===== src/inc/bfs_params.svh =====
// constants of the buck fault supervisor: timing, offsets, field positions, reset values
// Summary of operation
// - overcurrent qualifies after over 10 us, latches off
// - overcurrent fault: power good to 35 ohm
// - overcurrent clears on enable low or supply reset
// - overvoltage qualifies after above rise threshold 2 us
// - overvoltage fault: power good to 65 ohm
// - overvoltage clears only on supply reset
// - overvoltage latch: low side on above rise threshold
// - low side off below fall threshold 2 us
// - undervoltage qualifies after below threshold 2 us
// - undervoltage fault: power good to 95 ohm
// - undervoltage clears on enable low or supply reset
// - over temperature suspends switching, both drives low except the low side held by the overvoltage latch
// - over temperature changes no power good, no latch
// - switching resumes when temperature flag drops
// - enable low or supply reset ends over temperature
// - fault detection stays active during over temperature
// - steady switching at nominal 300 kHz
// - falling output stretches on time, cuts off time
// - rising output cuts on time, stretches off time
// - power good undefined while supply below reset
`ifndef BFS_PARAMS_SVH
`define BFS_PARAMS_SVH

// =====================================================================
// timing
`define BFS_CLK_HZ 25000000
`define BFS_CLK_MHZ 25
`define BFS_OC_TIME_NS 10000
`define BFS_VOLT_TIME_NS 2000
`define BFS_SW_FREQ_HZ 300000
`define BFS_OC_CYC ((`BFS_OC_TIME_NS * `BFS_CLK_MHZ + 999) / 1000)
`define BFS_VOLT_CYC ((`BFS_VOLT_TIME_NS * `BFS_CLK_MHZ + 999) / 1000)
`define BFS_PERIOD_CYC (`BFS_CLK_HZ / `BFS_SW_FREQ_HZ)

// =====================================================================
// register map
`define BFS_CTRL_ADDR 4'h0
`define BFS_STATUS_ADDR 4'h4
`define BFS_CTRL_RUN_BIT 0
`define BFS_CTRL_ON_LSB 8
`define BFS_ON_TIME_RST 8'h1C

`endif


===== src/inc/bfs_pkg.sv =====
// types of the buck fault supervisor
package bfs_pkg;

    // comparator and pin levels from the analog side
    typedef struct packed {
        logic supplyOk;     // supply above power-on-reset threshold
        logic enableHigh;   // enable above its threshold
        logic tempHigh;     // over-temperature flag
        logic outRising;    // output rising during transient
        logic outFalling;   // output falling during transient
        logic feedbackBelowUv;    // feedback under uv_threshold
        logic feedbackBelowOvFall; // feedback under ov_fall_threshold
        logic feedbackAboveOvRise; // feedback over ov_rise_threshold
        logic currentLimitSense; // sense above current limit
    } bfs_sense_t;

    // power good pull-down level
    typedef enum logic [2:0] {
        PG_UNDEF = 3'h0,
        PG_RELEASED = 3'h1,
        PG_PD95 = 3'h3,
        PG_PD65 = 3'h2,
        PG_PD35 = 3'h6
    } bfs_pg_t;

    // which fault owns power good
    typedef enum logic [1:0] {
        FIRST_NONE = 2'h0,
        FIRST_UV = 2'h1,
        FIRST_OV = 2'h3,
        FIRST_OC = 2'h2
    } bfs_first_t;

endpackage


===== src/rtl/bfs_supervisor.sv =====
// fault supervisor and gate-drive sequencing of a synchronous buck controller
`timescale 1ns/100ps
`include "bfs_params.svh"

module bfs_supervisor
    import bfs_pkg::*;
#(
    parameter int OC_CYC = `BFS_OC_CYC,
    parameter int VOLT_CYC = `BFS_VOLT_CYC,
    parameter int PERIOD_CYC = `BFS_PERIOD_CYC
)
(
    input wire logic ref_clk, // 25 MHz clock
    input wire logic rst_n, // async reset
    input wire bfs_sense_t senseIn, // comparators and pins
    input wire logic wb_cyc_i, // bus cycle
    input wire logic wb_stb_i, // bus strobe
    input wire logic wb_we_i, // write
    input wire logic [3:0] wb_adr_i, // byte address
    input wire logic [3:0] wb_sel_i, // byte lanes
    input wire logic [31:0] wb_dat_i, // write data
    output logic [31:0] wb_dat_o, // read data
    output logic wb_ack_o, // acknowledge
    output logic highSideDrive, // high_side_drive
    output logic lowSideDrive, // low_side_drive
    output bfs_pg_t powerGoodOut // power_good_out level
);

    localparam int NQ = 4;
    localparam int CW = 10;

    if (OC_CYC < 1 || OC_CYC > 1000 || VOLT_CYC < 1 || VOLT_CYC > 1000)
    begin : gBadQual
        $error("qualify counts out of range");
    end
    if (PERIOD_CYC < 4 || PERIOD_CYC > 255)
    begin : gBadPeriod
        $error("switching period out of range");
    end

    // =====================================================================
    // input synchronisers
    bfs_sense_t syncA_q;
    bfs_sense_t sense_q;

    always_ff @(posedge ref_clk or negedge rst_n)
    begin
        if (!rst_n)
        begin
            syncA_q <= '0;
            sense_q <= '0;
        end
        else
        begin
            syncA_q <= senseIn;
            sense_q <= syncA_q;
        end
    end

    logic porOk;
    logic enOk;
    assign porOk = sense_q.supplyOk;
    assign enOk = sense_q.enableHigh;

    // =====================================================================
    // qualify counters: 0 current, 1 ov rise, 2 ov fall, 3 uv
    logic [NQ-1:0] qCond;
    logic [NQ-1:0] qual;
    assign qCond = {sense_q.feedbackBelowUv, sense_q.feedbackBelowOvFall,
                    sense_q.feedbackAboveOvRise, sense_q.currentLimitSense};

    function automatic logic [CW-1:0] qLimit(input int idx);
        qLimit = (idx == 0) ? CW'(OC_CYC) : CW'(VOLT_CYC);
    endfunction

    genvar gi;
    generate
        for (gi = 0; gi < NQ; gi++)
        begin : gQual
            logic [CW-1:0] cnt_q;
            always_ff @(posedge ref_clk or negedge rst_n)
            begin
                if (!rst_n)
                    cnt_q <= '0;
                else if (!qCond[gi])
                    cnt_q <= '0;
                else if (cnt_q != qLimit(gi))
                    cnt_q <= cnt_q + CW'(1);
            end
            // holds more than the limit once counter is full and still high
            assign qual[gi] = qCond[gi] && (cnt_q == qLimit(gi));
        end
    endgenerate

    // =====================================================================
    // fault latches
    logic ocFault_q;
    logic ovFault_q;
    logic uvFault_q;
    logic anyFault;
    assign anyFault = ocFault_q | ovFault_q | uvFault_q;

    always_ff @(posedge ref_clk or negedge rst_n)
    begin
        if (!rst_n)
        begin
            ocFault_q <= 1'b0;
            uvFault_q <= 1'b0;
        end
        else if (!porOk || !enOk)
        begin
            ocFault_q <= 1'b0;
            uvFault_q <= 1'b0;
        end
        else
        begin
            if (qual[0])
                ocFault_q <= 1'b1;
            if (qual[3])
                uvFault_q <= 1'b1;
        end
    end

    always_ff @(posedge ref_clk or negedge rst_n)
    begin
        if (!rst_n)
            ovFault_q <= 1'b0;
        else if (!porOk)
            ovFault_q <= 1'b0;
        else if (enOk && qual[1])
            ovFault_q <= 1'b1;
    end

    // first fault keeps power good; on its clear the next survivor takes over
    bfs_first_t first_q;
    always_ff @(posedge ref_clk or negedge rst_n)
    begin
        if (!rst_n)
            first_q <= FIRST_NONE;
        else
        begin
            unique case (first_q)
                FIRST_NONE:
                    if (ocFault_q)
                        first_q <= FIRST_OC;
                    else if (ovFault_q)
                        first_q <= FIRST_OV;
                    else if (uvFault_q)
                        first_q <= FIRST_UV;
                FIRST_OC:
                    if (!ocFault_q)
                        first_q <= ovFault_q ? FIRST_OV : FIRST_NONE;
                FIRST_OV:
                    if (!ovFault_q)
                        first_q <= FIRST_NONE;
                FIRST_UV:
                    if (!uvFault_q)
                        first_q <= ovFault_q ? FIRST_OV : FIRST_NONE;
            endcase
        end
    end

    // =====================================================================
    // over-temperature and discharge
    logic otState_q;
    logic tempPrev_q;
    logic discharge_q;

    always_ff @(posedge ref_clk or negedge rst_n)
    begin
        if (!rst_n)
        begin
            otState_q <= 1'b0;
            tempPrev_q <= 1'b0;
        end
        else
        begin
            tempPrev_q <= sense_q.tempHigh;
            if (!porOk || !enOk || !sense_q.tempHigh)
                otState_q <= 1'b0;
            else if (!tempPrev_q)
                otState_q <= 1'b1;
        end
    end

    always_ff @(posedge ref_clk or negedge rst_n)
    begin
        if (!rst_n)
            discharge_q <= 1'b0;
        else if (!ovFault_q && !(enOk && porOk && qual[1]))
            discharge_q <= 1'b0;
        else if (qual[1])
            discharge_q <= 1'b1;
        else if (qual[2])
            discharge_q <= 1'b0;
    end

    // =====================================================================
    // registers
    logic runEnable_q;
    logic [7:0] onTime_q;
    logic busHit;
    assign busHit = wb_cyc_i && wb_stb_i && !wb_ack_o;

    always_ff @(posedge ref_clk or negedge rst_n)
    begin
        if (!rst_n)
        begin
            runEnable_q <= 1'b0;
            onTime_q <= `BFS_ON_TIME_RST;
        end
        else if (busHit && wb_we_i && wb_adr_i == `BFS_CTRL_ADDR)
        begin
            if (wb_sel_i[0])
                runEnable_q <= wb_dat_i[`BFS_CTRL_RUN_BIT];
            if (wb_sel_i[1])
                onTime_q <= wb_dat_i[`BFS_CTRL_ON_LSB +: 8];
        end
    end

    always_ff @(posedge ref_clk or negedge rst_n)
    begin
        if (!rst_n)
        begin
            wb_ack_o <= 1'b0;
            wb_dat_o <= '0;
        end
        else
        begin
            wb_ack_o <= busHit;
            if (busHit && !wb_we_i)
            begin
                unique case (wb_adr_i)
                    `BFS_CTRL_ADDR:
                        wb_dat_o <= {16'h0000, onTime_q, 7'h00, runEnable_q};
                    `BFS_STATUS_ADDR:
                        wb_dat_o <= {22'h000000, powerGoodOut, first_q,
                                     discharge_q, otState_q, uvFault_q, ovFault_q,
                                     ocFault_q};
                    default:
                        wb_dat_o <= '0;
                endcase
            end
        end
    end

    // =====================================================================
    // modulator timing
    logic [7:0] phase_q;
    logic onPhase;
    logic runOk;
    assign onPhase = phase_q < onTime_q;
    assign runOk = porOk && enOk && runEnable_q && !anyFault && !otState_q;

    always_ff @(posedge ref_clk or negedge rst_n)
    begin
        if (!rst_n)
            phase_q <= '0;
        else if (!runOk || phase_q >= 8'(PERIOD_CYC - 1))
            phase_q <= '0;
        else if (onPhase && sense_q.outFalling)
            phase_q <= phase_q;
        else if (!onPhase && sense_q.outFalling)
            phase_q <= '0;
        else if (onPhase && sense_q.outRising)
            phase_q <= onTime_q;
        else if (!onPhase && sense_q.outRising)
            phase_q <= phase_q;
        else
            phase_q <= phase_q + 8'h01;
    end

    // =====================================================================
    // gate drives and power good
    always_ff @(posedge ref_clk or negedge rst_n)
    begin
        if (!rst_n)
        begin
            highSideDrive <= 1'b0;
            lowSideDrive <= 1'b0;
        end
        else
        begin
            highSideDrive <= runOk && onPhase && !lowSideDrive;
            if (ovFault_q)
                lowSideDrive <= discharge_q;
            else
                lowSideDrive <= runOk && !onPhase && !highSideDrive;
        end
    end

    always_ff @(posedge ref_clk or negedge rst_n)
    begin
        if (!rst_n)
            powerGoodOut <= PG_UNDEF;
        else if (!porOk)
            powerGoodOut <= PG_UNDEF;
        else
        begin
            unique case (first_q)
                FIRST_OC: powerGoodOut <= PG_PD35;
                FIRST_OV: powerGoodOut <= PG_PD65;
                FIRST_UV: powerGoodOut <= PG_PD95;
                FIRST_NONE: powerGoodOut <= enOk ? PG_RELEASED : PG_PD95;
            endcase
        end
    end

    // =====================================================================
    // checks
    property p_ocLatch;
        @(posedge ref_clk) disable iff (!rst_n)
        (qual[0] && porOk && enOk) |=> ocFault_q;
    endproperty
    a_ocLatch: assert property (p_ocLatch) else $error("overcurrent not latched");

    property p_ocCause;
        @(posedge ref_clk) disable iff (!rst_n)
        $rose(ocFault_q) |-> $past(qual[0]) && $past(gQual[0].cnt_q) == CW'(OC_CYC);
    endproperty
    a_ocCause: assert property (p_ocCause) else $error("overcurrent latched early");

    property p_pg35;
        @(posedge ref_clk) disable iff (!rst_n)
        (first_q == FIRST_OC && porOk) |=> powerGoodOut == PG_PD35;
    endproperty
    a_pg35: assert property (p_pg35) else $error("power good not 35 ohm");

    property p_ovHold;
        @(posedge ref_clk) disable iff (!rst_n)
        (ovFault_q && porOk && !enOk) |=> ovFault_q;
    endproperty
    a_ovHold: assert property (p_ovHold) else $error("ov cleared by enable");

    property p_enClear;
        @(posedge ref_clk) disable iff (!rst_n)
        !enOk |=> !ocFault_q && !uvFault_q && !otState_q;
    endproperty
    a_enClear: assert property (p_enClear) else $error("enable low did not clear");

    property p_otGates;
        @(posedge ref_clk) disable iff (!rst_n)
        (otState_q && !ovFault_q) |=> !highSideDrive && !lowSideDrive;
    endproperty
    a_otGates: assert property (p_otGates) else $error("drives active in over-temp");

    property p_otNoLatch;
        @(posedge ref_clk) disable iff (!rst_n)
        ($rose(otState_q) && !anyFault && qual == '0) |=> !anyFault;
    endproperty
    a_otNoLatch: assert property (p_otNoLatch) else $error("over-temp latched off");

    property p_dischOn;
        @(posedge ref_clk) disable iff (!rst_n)
        (ovFault_q && qual[1] && porOk) |=> ##1 lowSideDrive;
    endproperty
    a_dischOn: assert property (p_dischOn) else $error("discharge not on");

    property p_dischOff;
        @(posedge ref_clk) disable iff (!rst_n)
        (ovFault_q && qual[2] && !qual[1] && porOk) ##1 ovFault_q |=> !lowSideDrive;
    endproperty
    a_dischOff: assert property (p_dischOff) else $error("discharge not off");

endmodule // bfs_supervisor

===== config.mk =====
export PLATFORM = sky130hd
export DESIGN_NAME = bfs_supervisor
export DESIGN_NICKNAME = d
export VERILOG_FILES = /design/src/inc/bfs_pkg.sv /design/src/rtl/bfs_supervisor.sv
export VERILOG_INCLUDE_DIRS = /design/src /design/src/inc
export SDC_FILE = /design/constraint.sdc
export NUM_CORES = 1
export LEC_CHECK = 0
export ABC_AREA = 1
export BUFFER_PORTS_ARGS = -buffer_cell sky130_fd_sc_hd__buf_2
export CORE_MARGIN = 1.5
export CORE_UTILIZATION = 25
export DETAILED_ROUTE_END_ITERATION = 6
export GPL_TIMING_DRIVEN = 0
export PLACE_DENSITY = 0.42
export SETUP_SLACK_MARGIN = 0.2
export SYNTH_ARGS = -nofsm -noshare
export SYNTH_HDL_FRONTEND = slang
export SYNTH_SLANG_ARGS = --single-unit
export TNS_END_PERCENT = 100

===== constraint.sdc =====
create_clock -name ref_clk -period 1.6 [get_ports ref_clk]
set_input_delay 0.32 -clock ref_clk [delete_from_list [all_inputs] [get_ports ref_clk]]
set_output_delay 0.32 -clock ref_clk [all_outputs]
set_load 0.005 [all_outputs]

Word-level counts from Yosys, hierarchy flattened
Index checks and enable logic that the tools add are counted.
{"block": "word_totals", "reg_bits": 121, "in_bits": 54, "output_inout_bits": 38, "wordCells": 156}
{"block": "classes", "addsub": 5, "order_cmp": 2, "n_eq_ne": 24, "mux": 37, "bitwise": 2, "reduce_logical": 49}
{"op": "10-bit 2-to-1 mux", "n": 8}
{"op": "10-bit by 1-bit adder with 10-bit output, second input constant", "n": 4}
{"op": "8-bit 2-to-1 mux", "n": 5}
{"op": "16-bit case mux with 2 select lines", "n": 1}
{"op": "10-bit by 6-bit equality test with 1-bit output, second input constant", "n": 3}
{"op": "10-bit by 6-bit != test with 1-bit output, second input constant", "n": 3}
{"op": "1-bit logical AND", "n": 24}
{"op": "2-bit 2-to-1 mux", "n": 8}
{"op": "1-bit zero test", "n": 13}
{"op": "1-bit 2-to-1 mux", "n": 12}
{"op": "2-bit by 1-bit != test with 1-bit output, second input constant", "n": 6}
{"op": "3-bit case mux with 4 select lines", "n": 1}
{"op": "10-bit by 8-bit equality test with 1-bit output, second input constant", "n": 1}
{"op": "10-bit by 8-bit != test with 1-bit output, second input constant", "n": 1}
{"op": "8-bit by 1-bit adder with 8-bit output, second input constant", "n": 1}
{"op": "8-bit by 7-bit greater-or-equal comparator with 1-bit output, second input constant", "n": 1}
{"op": "8-bit less-than comparator", "n": 1}
{"op": "2-bit != test, second input constant", "n": 4}
{"op": "4-bit != test, second input constant", "n": 2}
{"op": "2-bit case mux with 4 select lines", "n": 1}
{"op": "2-bit AND reduction", "n": 3}
{"op": "2-bit equality test, second input constant", "n": 2}
{"op": "4-bit by 3-bit equality test with 1-bit output, second input constant", "n": 1}
{"op": "4-bit zero test", "n": 1}
{"op": "8 further kinds", "n": 12}

Depth between registers and ports, before layout
Gate-level depths: netlist of the first run.
{"block": "logic_depth", "ltp_word": 9, "depth_mapped": 13, "mapped_depth_nobuf": 13}

Worst setup path before layout of the first run
OpenSTA, ideal clock, no wires.
{"block": "synth_timing", "kind": "register to register", "from": "register onTime_q[3]", "to": "register phase_q[7]", "setup_ps": 119, "arrival_time_ps": 1595, "t_required_ps": 1481, "setup_slack_ps": -114, "path_stages_with_launch": 10, "n_path_buf": 0, "period_less_slack_ps": 1714, "path_cell_list": "dfstp_2 > inv_1 > ha_1 > a21oi_1 > nand2_2 > nand2_4 > nand3_2 > nand2_1 > o21ai_0 > and2_1"}
{"block": "synth_between", "elab_chain_cells": 6, "elab_cells_between_ends": 13, "classes_between": "1 x order compare; 2 x eq/ne; 4 x mux; 6 x reduce/logical"}
{"element": "start: declaration", "line": "bfs_supervisor.sv:201", "rtl": "logic [7:0] onTime_q;"}
{"element": "start signal: assignment", "line": "bfs_supervisor.sv:210", "rtl": "onTime_q <= `BFS_ON_TIME_RST;"}
{"element": "start signal: assignment", "line": "bfs_supervisor.sv:217", "rtl": "onTime_q <= wb_dat_i[`BFS_CTRL_ON_LSB +: 8];"}
{"element": "8-bit less-than comparator *", "line": "bfs_supervisor.sv:252", "rtl": "assign onPhase = phase_q < onTime_q;"}
{"element": "1-bit logical AND or 1-bit zero test (tied branches)", "line": "bfs_supervisor.sv:265, bfs_supervisor.sv:263, bfs_supervisor.sv:267"}
{"element": "8-bit 2-to-1 mux or 1-bit logical AND (tied branches)", "line": "bfs_supervisor.sv:265, bfs_supervisor.sv:263"}
{"element": "8-bit 2-to-1 mux", "line": "bfs_supervisor.sv:263", "rtl": "else if (!onPhase && sense_q.outFalling)"}
{"element": "8-bit 2-to-1 mux", "line": "bfs_supervisor.sv:261", "rtl": "else if (onPhase && sense_q.outFalling)"}
{"element": "8-bit 2-to-1 mux", "line": "bfs_supervisor.sv:259", "rtl": "else if (!runOk || phase_q >= 8'(PERIOD_CYC - 1))"}
{"element": "end signal: assignment", "line": "bfs_supervisor.sv:262", "rtl": "phase_q <= phase_q;"}
{"element": "end signal: assignment", "line": "bfs_supervisor.sv:266", "rtl": "phase_q <= onTime_q;"}
{"element": "end signal: assignment", "line": "bfs_supervisor.sv:268", "rtl": "phase_q <= phase_q;"}
{"element": "end: declaration", "line": "bfs_supervisor.sv:249", "rtl": "logic [7:0] phase_q;"}
Every way passes the cells marked *; elsewhere a longest branch is shown, timed or not. The select of a mux whose other input is x is not followed.
A chain may end at the register's enable or synchronous reset.

Final worst setup path of the first run
{"block": "layout_timing", "from": "register onTime_q[5]", "to": "register phase_q[7]"}
The elaborated chain is that of the path after synthesis.

==> results of run 1 <==
[state kept, by name, summed over array words and instances (netlist names)]
name	cells
discharge_q	1
enOk	1
first_q	2
gQual.cnt_q	40
highSideDrive	1
lowSideDrive	1
ocFault_q	1
onTime_q	8
otState_q	1
ovFault_q	1
phase_q	8
porOk	1
powerGoodOut	3
qCond	4
runEnable_q	1
sense_q	3
syncA_q	9
tempPrev_q	1
uvFault_q	1
wb_ack_o	1
wb_dat_o	16
[cells in the mapped netlist, types with 2 or more instances]
cell      number  share of area, %
dfrtp_1      102                51
a211oi_1       2              0.30
a31oi_1        4              0.50
nor3_2         2              0.40
buf_4         16               2.4
nand3_2        2              0.40
ha_1          22               5.5
nand4_1       11               1.4
nand2_2        2              0.25
a21oi_1       38               3.8
nand2_1       99               7.4
dfstp_2        3               1.6
nand2_4        4              0.89
clkbuf_8       2              0.55
nor3_1        12               1.2
nor4_1         3              0.37
o21a_1         2              0.30
xor2_1        12               2.1
o21ai_0       41               4.1
inv_2          2              0.15
o221ai_1       4              0.70
nand3_1       33               3.3
nor2_1        46               3.4
clkbuf_1       2              0.15
inv_1         73               5.4
o22ai_1        3              0.37
[worst max path at each step]
stage,to,slack [ns],depth (start not counted)
after global placement,syncA_q[2],-1.15,1
after global routing,phase_q[7],-0.27,10
final,phase_q[7],-0.19,10
after floorplan,phase_q[7],-0.08,10
after CTS,phase_q[7],-0.14,10
after detailed placement,phase_q[6],-0.23,11
[routing by layer]
metal  vias up  track usage, %  wire length [um]
met1      1919           15.36              5719
met4         0           3.557               134
met5         -               0                 0
li1       2031               -                 -
met2        71           18.35              5435
met3        11           3.113               479
[kinds of logic after synthesis]
group	Yosys count	synth area share [%]
fa+ha+maj	22	5.466
other cells	1	0.07446
buf+inv	96	8.770
flops	105	52.25
xor+xnor	13	2.261
compound gates	98	10.73
simple gates	221	20.45
[worst max-delay path, delay by kind of cell (launching register included)]
family	cells	cell delay, ns
compound gates	2	0.25
fa+ha+maj	1	0.22
buf+inv	2	0.30
flops	1	0.39
simple gates	5	0.58
[stage by stage]
stage / util (%) / TNS, ns / total power, mW
2_1_floorplan: - / -0.5184 / 3.204
3_3_place_gp: 29.26 / -119.16 / 3.402
3_5_place_dp: 29.44 / -2.375 / 3.425
4_1_cts: 32.43 / -1.084 / 5.783
5_1_grt: 34.42 / -2.299 / 6.107
6_report: 34.42 / -1.411 / 5.798
[repair_timing]
item | in CTS | in global routing
pin swaps | 19 | 38
cloned | 1 | 0
endpoints found under the setup margin | 39 | 62
setup buffers | 23 | 16
hold endpoints to repair | 37 | 0
resized for setup | 28 | 92
hold buffers | 1 | 0
[power groups by stage]
stage / clock network, mW / registers (mW) / logic, mW
after floorplan: 0 / 2.90 / 0.301
after global placement: 0 / 2.93 / 0.471
after detailed placement: 0 / 2.93 / 0.493
after CTS: 2.35 / 2.88 / 0.548
after global routing: 2.44 / 2.92 / 0.750
final: 2.24 / 2.90 / 0.665
[cell type report]
class | count | area (um2)
Fill cell | 2005 | 12850
Sequential cell | 105 | 2640
Multi-Input combinational cell | 371 | 2429
Timing Repair Buffer | 91 | 590.6
Tap cell | 265 | 331.6
Inverter | 75 | 284.0
Clock buffer | 11 | 242.7
Buffer | 21 | 170.2
Clock inverter | 5 | 55.05
==> metrics.yaml, run 1 <==
intPower_mw: 4.329
setup.worst_path.start: "onTime_q[5]"
grt_usage_pct: 11.58
critPathMaxStageDelay_ns: 0.39
power_frac_seq_pct: 50.0
ir_worst_vdd_v: 0.0005659
drtIter0Drc: 162
core_area_um2: 19590
max_clock_freq_mhz: 557.3
antenna_left: 0
cp_cell_sequence: "inv_1 -> ha_4 -> a21oi_2 -> o21a_1 -> clkbuf_8 -> nand2_8 -> nand2_4 -> nand2_8 -> nor2_8 -> and2_4"
p_sw_mw: 1.469
cts_num_sinks: 105
power.share.switching_pct: 25.33
io_buffer_count: 50
maxCapViolCount: 0
grt_start_max_net_pins: 69
synthArstFlopShare_pct: 100.0
ys_ff_latch: 105
holdPathEnd: "syncA_q[4]"
period_needed_ns: 1.794
final_nets: 750
startpoint_type: "flip-flop"
cpMostUsedCell: "nand2_8"
hold_slack_ns: 0.07361
route.detailed.drc: 0
vias: 4032
wl_per_cell_um: 12.47
r2r_start: "onTime_q[5]"
dp.cells: 887
clkLatencyLatePin_ns: 0.35
path_class: "reg -> reg"
wl_mm: 11.77
yosys_most_used_dff: "dfrtp_1"
p_leak_nw: 3.224
place.gp.congestion: 0.7843
synth-edff-count: 0
seq_area_frac_synth_pct: 52.25
die_height_um: 144.9
holdCritStartpoint: "senseIn[4]"
antenna_found_initial: 0
grt_pass1_wl_mm: 19.82
period_share_pct: 112.1
first_global_vias: 4023
finClkSkew_ns: 0.006188
setup_ws_ns: -0.1943
path_max_fanout: 8
synthesis.area_um2: 5036
setup_viol: 9
yosysWarnings: 0
holdPathStages: 1
dieWidth_um: 144.9
tritoncts: "done"
mostFrequentLayoutCells: "95 x dfrtp_1, 84 x nand2_1, 55 x buf_4, 53 x inv_1, 49 x buf_2"
end_kind: "flip-flop"
critical_path_arrival_ns: 2.09
dieArea_um2: 21000
dpl_cell_area_um2: 5767
status: "complete, but fails checks"
vias_per_cell: 4.271
drive_gt1_share_pct: 35.94
cts_max_level: 3
p_clk_share_pct: 38.6
clkTransAtPathRegs_ns: 0.07
dp_slack_ns: -0.2347
cp_slowest_cell: "dfrtp_1"
io_pins: 92
rsz0062_at_grt: "yes"
initial_core_util_pct: 25.71
dpl.hpwl_mm: 8.136
grt_overflow: 0
rr_worst_depth: 10
syn2layout_area_growth_pct: 33.89
cts_made_buffers: 9
clockRootBuffer: "clkbuf_16"
num_rows: 51
syn_avg_cell_area_um2: 9.058
critPathRequiredTime_ns: 1.89
dr.pass1.iters: 4
fin_area_um2: 6743
rr_endpoint: "phase_q[7]"
violations: "negative setup slack"
power_density_nw_per_um2: 859.9
holdCritPathClass: "in -> reg"
synthDistinctLibCells: 40
r2r_slack_ns: -0.19
mostFrequentLayoutCell: "dfrtp_1"
synthCells: 556
clockBufferDepth: 2
report.final.hold_viol_count: 0
antenna_cells: 0
power_frac_comb_pct: 11.5
slew_viol_final: 0
final_cells: 944
Power figures use the tool's default switching activity.
==> inputs of run 2 (changes only) <==
Settings changed: CORE_UTILIZATION 25 to 45, PLACE_DENSITY 0.42 to 0.67.
==> run 2 against run 1 <==
  * The run still ends with negative setup slack left
  * Critical path depth stayed put
  * First-iteration DRC count up 22%
  * Non-clock buffer count increased by 7
  * Sequential share of layout area is 0.17 points higher
  * Cell count down 13%
  * Clock-buffer cell count increased by 2
  * Critical endpoint unchanged
  * Largest power group unchanged
==> metrics.yaml, run 2 (same netlist as run 1, synthesis figures left out) <==
status: "complete, but fails checks"  # unchanged
violations: "negative setup slack"  # unchanged
place.gp.congestion: 0.8278  # was 0.7843
cp_num_buf_inv: 1  # was 2
worst_slew_pin_slew_ns: 0.8073
period_share_pct: 112.7  # was 112.1%
initial_core_util_pct: 46.25  # was 25.71%
r2r_slack_ns: -0.20  # was -0.19 ns
cp_slowest_cell: "dfstp_2"  # was dfrtp_1
path_delay_family: "simple AND/OR/NAND/NOR gates"  # unchanged
num_rows: 38  # was 51
mostFrequentLayoutCell: "dfrtp_1"  # unchanged
cts_max_level: 3  # unchanged
clkTransAtPathRegs_ns: 0.10  # was 0.07 ns
ir_worst_vdd_v: 0.0004959  # was 0.0005659 V
maxCapViolCount: 0  # unchanged
antenna_cells: 0  # unchanged
antenna_found_initial: 0  # unchanged
top_regs: "gQual.cnt_q x40, wb_dat_o x16, syncA_q x9"  # unchanged
drive_gt1_share_pct: 38.83  # was 35.94%
slew_headroom_pct: 46.18
top_register: "gQual.cnt_q"  # unchanged
rr_endpoint: "phase_q[7]"  # unchanged
dpl_cell_area_um2: 5599  # was 5767 um2
setup_ws_ns: -0.2030  # was -0.1943 ns
finClkSkew_ns: 0.009431  # was 0.006188 ns
core_area_um2: 10890  # was 19590 um2
grt_start_max_net_pins: 64  # was 69
setup_viol: 10  # was 9
critical_path_arrival_ns: 2.11  # was 2.09 ns
period_needed_ns: 1.803  # was 1.794 ns
p_leak_nw: 3.259  # was 3.224 nW
io_pins: 92  # unchanged
r2r_start: "onTime_q[3]"  # was onTime_q[5]
first_global_vias: 4036  # was 4023
clockRootBuffer: "clkbuf_8"  # was clkbuf_16
clkLatencyLatePin_ns: 0.37  # was 0.35 ns
dp_slack_ns: -0.2100  # was -0.2347 ns
grt_pass1_wl_mm: 18.16  # was 19.82 mm
critPathRequiredTime_ns: 1.91  # was 1.89 ns
tritoncts: "done"  # unchanged
vias: 4187  # was 4032
dieArea_um2: 11840  # was 21000 um2
slew_viol_final: 0  # unchanged
grt_usage_pct: 19.56  # was 11.58%
grt_overflow: 0  # unchanged
vias_per_cell: 5.075  # was 4.271
final_cells: 825  # was 944
setup.worst_path.start: "onTime_q[3]"  # was onTime_q[5]
dpl.hpwl_mm: 7.525  # was 8.136 mm
power_density_nw_per_um2: 828.0  # was 859.9 nW/um2
dp.cells: 762  # was 887
cts_made_buffers: 9  # unchanged
die_height_um: 108.8  # was 144.9 um
max_clock_freq_mhz: 554.6  # was 557.3 MHz
antenna_left: 0  # unchanged
dr.pass1.iters: 4  # unchanged
holdCritPathClass: "in -> async"  # was in -> reg
rsz0062_at_grt: "yes"  # unchanged
critPathMaxStageDelay_ns: 0.55  # was 0.39 ns
clockBufferDepth: 2  # unchanged
report.final.hold_viol_count: 0  # unchanged
final_nets: 756  # was 750
fin_area_um2: 6710  # was 6743 um2
wl_mm: 11.48  # was 11.77 mm
path_max_fanout: 8  # unchanged
io_buffer_count: 50  # unchanged
mostFrequentLayoutCells: "96 x dfrtp_1, 77 x nand2_1, 56 x buf_4, 50 x inv_1, 49 x buf_2"  # was 95 x dfrtp_1, 84 x nand2_1, 55 x buf_4, 53 x inv_1, 49 x buf_2
dieWidth_um: 108.8  # was 144.9 um
tns_ns: -1.675  # was -1.411 ns
path_class: "reg -> reg"  # unchanged
end_kind: "flip-flop"  # unchanged
p_total_mw: 5.556  # was 5.798 mW
fin_util_pct: 61.63  # was 34.42%
cp_cell_sequence: "inv_2 -> ha_4 -> a21oi_2 -> nand2_2 -> nand2_4 -> nand2_8 -> nand2_4 -> nand2_8 -> nor2_8 -> and2_4"  # was inv_1 -> ha_4 -> a21oi_2 -> o21a_1 -> clkbuf_8 -> nand2_8 -> nand2_4 -> nand2_8 -> nor2_8 -> and2_4
holdBufCountCts: 0  # was 1
startpoint_type: "flip-flop"  # unchanged
route.detailed.drc: 0  # unchanged
wl_per_cell_um: 13.91  # was 12.47 um
cts_num_sinks: 105  # unchanged
syn2layout_area_growth_pct: 33.24  # was 33.89%
largest_reg_flops: 40  # unchanged
hold_slack_ns: 0.03437  # was 0.07361 ns
drtIter0Drc: 198  # was 162
rr_worst_depth: 10  # unchanged
[run 2: changes by cell type in the layout (fill, tap and decap cells not counted), sizes merged]
cell | before | now
clkinv | 2 | 0
dlygate4sd3 | 1 | 0
buf | 108 | 116
inv | 75 | 76
nand3 | 36 | 35
clkbuf | 14 | 16
bufinv | 1 | 2
clkinvlp | 2 | 0
[run 2: power breakdown]
| group | internal, mW | switching [mW] |
|---|---|---|
| Combinational | 0.352 | 0.401 |
| Clock | 1.02 | 0.891 |
| Sequential | 2.78 | 0.120 |
[run 2: area by class of cell]
cell class	instances	area, um2
clock buffers	13	168.9
well taps	140	175.2
repair buffers	98	664.4
inverters	75	286.5
multi-input cells	370	2530
plain buffers	21	177.7
flip-flops and latches	105	2639
fillers	911	4178
clock inverters	3	68.82
[run 2: metal layers]
metal,GRT usage [%],part of all wire (%)
met1,23.45,41
met2,35.62,53
met3,4.782,4.8
met4,3.947,1.2
met5,0,0
[run 2: how the worst max path moves through the flow]
| stage | end | slack [ns] | depth (start not counted) |
|---|---|---|---|
| 6_report | phase_q[7] | -0.20 | 10 |
| 5_1_grt | phase_q[7] | -0.30 | 10 |
| 4_1_cts | phase_q[5] | -0.13 | 11 |
| 3_5_place_dp | phase_q[7] | -0.21 | 10 |
| 3_3_place_gp | gQual[2].cnt_q[7] | -0.91 | 1 |
| 2_1_floorplan | phase_q[7] | -0.08 | 10 |
[run 2: worst register-to-register path: cells and delay by family, from the launching register on]
kind | cells | cell delay (ns)
AND/OR/NAND/NOR | 7 | 0.80
buffers and inverters | 1 | 0.05
adder cells (fa/ha/maj) | 1 | 0.21
AO/OA/AOI/OAI | 1 | 0.14
flip-flops | 1 | 0.55
[run 2: what timing repair did]
action	4_1_cts	5_1_grt
buffers inserted	22	25
setup endpoints to repair	40	63
pin swaps	20	47
gates resized for setup	36	121
==> inputs of run 3 (changes only) <==
Settings changed: CORE_UTILIZATION 45 to 50, PLACE_DENSITY 0.67 to not set, PLACE_DENSITY_LB_ADDON set to 0.08.
==> run 3 against run 2 <==
  * Critical endpoint unchanged
  * Largest power group unchanged
  * Highest routed layer unchanged
  * The run still ends with negative setup slack left
  * Clock power shrank 20%
  * Hold slack better by 0.0047 ns
  * Via count decreased by 2.6%
  * Critical path type unchanged
==> metrics.yaml, run 3 (same netlist as run 1, synthesis figures left out) <==
critPathRequiredTime_ns: 1.93  # was 1.91 ns
die_height_um: 103.4  # was 108.8 um
num_rows: 36  # was 38
wl_per_cell_um: 13.53  # was 13.91 um
antenna_left: 0  # unchanged
cts_max_level: 3  # unchanged
dpl_cell_area_um2: 5598  # was 5599 um2
ir_worst_vdd_v: 0.0007323  # was 0.0004959 V
p_leak_nw: 3.186  # was 3.259 nW
final_nets: 747  # was 756
core_area_um2: 9774  # was 10890 um2
slew_viol_final: 0  # unchanged
setup_viol: 8  # was 10
cp_cell_sequence: "inv_2 -> ha_4 -> a21oi_2 -> o21a_1 -> clkbuf_8 -> nand2_8 -> nand2_4 -> nand2_8 -> nor2_8 -> and2_4"  # was inv_2 -> ha_4 -> a21oi_2 -> nand2_2 -> nand2_4 -> nand2_8 -> nand2_4 -> nand2_8 -> nor2_8 -> and2_4
cts_num_sinks: 105  # unchanged
startpoint_type: "flip-flop"  # unchanged
cpMostUsedCell: "nand2_8"
setup_ws_ns: -0.1144  # was -0.2030 ns
rr_worst_depth: 10  # unchanged
cp_num_buf_inv: 2  # was 1
first_global_vias: 3842  # was 4036
status: "complete, but fails checks"  # unchanged
path_delay_family: "flip-flops"  # was simple AND/OR/NAND/NOR gates
wl_mm: 10.93  # was 11.48 mm
max_clock_freq_mhz: 583.3  # was 554.6 MHz
grt_overflow: 0  # unchanged
period_needed_ns: 1.714  # was 1.803 ns
mostFrequentLayoutCells: "95 x dfrtp_1, 86 x nand2_1, 54 x inv_1, 50 x buf_2, 47 x buf_4"  # was 96 x dfrtp_1, 77 x nand2_1, 56 x buf_4, 50 x inv_1, 49 x buf_2
tritoncts: "done"  # unchanged
holdCritPathClass: "in -> reg"  # was in -> async
dpl.hpwl_mm: 7.311  # was 7.525 mm
hold_slack_ns: 0.03907  # was 0.03437 ns
maxCapViolCount: 0  # unchanged
top_register: "gQual.cnt_q"  # unchanged
grt_usage_pct: 20.88  # was 19.56%
dieArea_um2: 10680  # was 11840 um2
fin_area_um2: 6494  # was 6710 um2
mostFrequentLayoutCell: "dfrtp_1"  # unchanged
vias_per_cell: 5.046  # was 5.075
dieWidth_um: 103.4  # was 108.8 um
top_regs: "gQual.cnt_q x40, wb_dat_o x16, syncA_q x9"  # unchanged
place.gp.congestion: 0.8965  # was 0.8278
drive_gt1_share_pct: 35.70  # was 38.83%
io_buffer_count: 50  # unchanged
clockRootBuffer: "clkbuf_8"  # unchanged
io_pins: 92  # unchanged
fin_util_pct: 66.44  # was 61.63%
grt_pass1_wl_mm: 17.24  # was 18.16 mm
vias: 4077  # was 4187
path_class: "reg -> reg"  # unchanged
slew_headroom_pct: 59.43  # was 46.18%
antenna_cells: 0  # unchanged
worst_slew_pin_slew_ns: 0.6085  # was 0.8073 ns
clkLatencyLatePin_ns: 0.38  # was 0.37 ns
critPathMaxStageDelay_ns: 0.55  # about the same
finClkSkew_ns: 0.009995  # was 0.009431 ns
dr.pass1.iters: 4  # unchanged
final_cells: 808  # was 825
holdPathStages: 1
initial_core_util_pct: 51.52  # was 46.25%
critical_path_arrival_ns: 2.05  # was 2.11 ns
cp.depth: 10  # unchanged
period_share_pct: 107.2  # was 112.7%
power_density_nw_per_um2: 781.9  # was 828.0 nW/um2
largest_reg_flops: 40  # unchanged
syn2layout_area_growth_pct: 28.94  # was 33.24%
cts_made_buffers: 9  # unchanged
clockBufferDepth: 2  # unchanged
cp_slowest_cell: "dfstp_2"  # unchanged
drtIter0Drc: 156  # was 198
rsz0062_at_grt: "yes"  # unchanged
dp.cells: 755  # was 762
report.final.hold_viol_count: 0  # unchanged
p_total_mw: 5.078  # was 5.556 mW
route.detailed.drc: 0  # unchanged
violations: "negative setup slack"  # unchanged
grt_start_max_net_pins: 59  # was 64
path_max_fanout: 8  # unchanged
antenna_found_initial: 0  # unchanged
end_kind: "flip-flop"  # unchanged
clkTransAtPathRegs_ns: 0.10  # about the same
-- run 3: changes by cell type in the layout (fill, tap and decap cells not counted), sizes merged, moves of 2 or more --
cell / before / now
bufinv: 2 / 0
clkbuf: 16 / 13
clkinvlp: 0 / 2
buf: 116 / 105
clkinv: 0 / 2
-- run 3: final timing paths --
kind	start	endpoint	slack [ns]
hold reg to reg	syncA_q[0]	qCond[0]	0.35
max in group asynchronous	rst_n	onTime_q[3]	0.37
setup reg to reg	onTime_q[4]	phase_q[7]	-0.11
setup / recovery	onTime_q[4]	phase_q[7]	-0.11
hold / removal	senseIn[5]	syncA_q[5]	0.04
min in group asynchronous	rst_n	gQual[3].cnt_q[6]	0.49
-- run 3: cell type report --
type	instances	area, um2
clock buffer	10	137.6
inverter	75	286.5
sequential	105	2640
clock inverter	5	41.29
buffer	21	167.7
fill	797	3281
tap	133	166.4
multi-input combinational	371	2445
timing repair buffer	88	609.3
-- run 3: repair_timing --
action	CTS	global route
buffers inserted	21	15
hold buffers	1	0
pin swaps	18	27
gates cloned	0	1
endpoints found under the hold margin	47	0
setup endpoints to repair	42	66
gates resized for setup	33	90
-- run 3: through the flow --
step / TNS (ns) / worst slack (ns)
6_report: -0.8022 / -0.1144
5_1_grt: -1.661 / -0.2173
3_3_place_gp: -94.61 / -0.9066
2_1_floorplan: -0.5184 / -0.08448
4_1_cts: -0.7331 / -0.1123
3_5_place_dp: -2.190 / -0.2300
-- run 3: metal layers --
layer	GRT usage (%)	wire (um)	vias to the layer above	part of all wire (%)
met5	0	0	-	0
met4	7.069	214	0	2.0
met3	5.578	433	13	4.0
met2	35.60	5493	95	50
met1	25.77	4792	1948	44
li1	-	-	2021	-
-- run 3: power by group --
part / internal, mW / leakage (nW) / total, mW / switching, mW
Sequential: 2.78 / 1.35 / 2.89 / 0.111
Combinational: 0.302 / 1.75 / 0.675 / 0.373
Clock: 0.610 / 0.0850 / 1.52 / 0.907
Total: 3.69 / 3.19 / 5.08 / 1.39
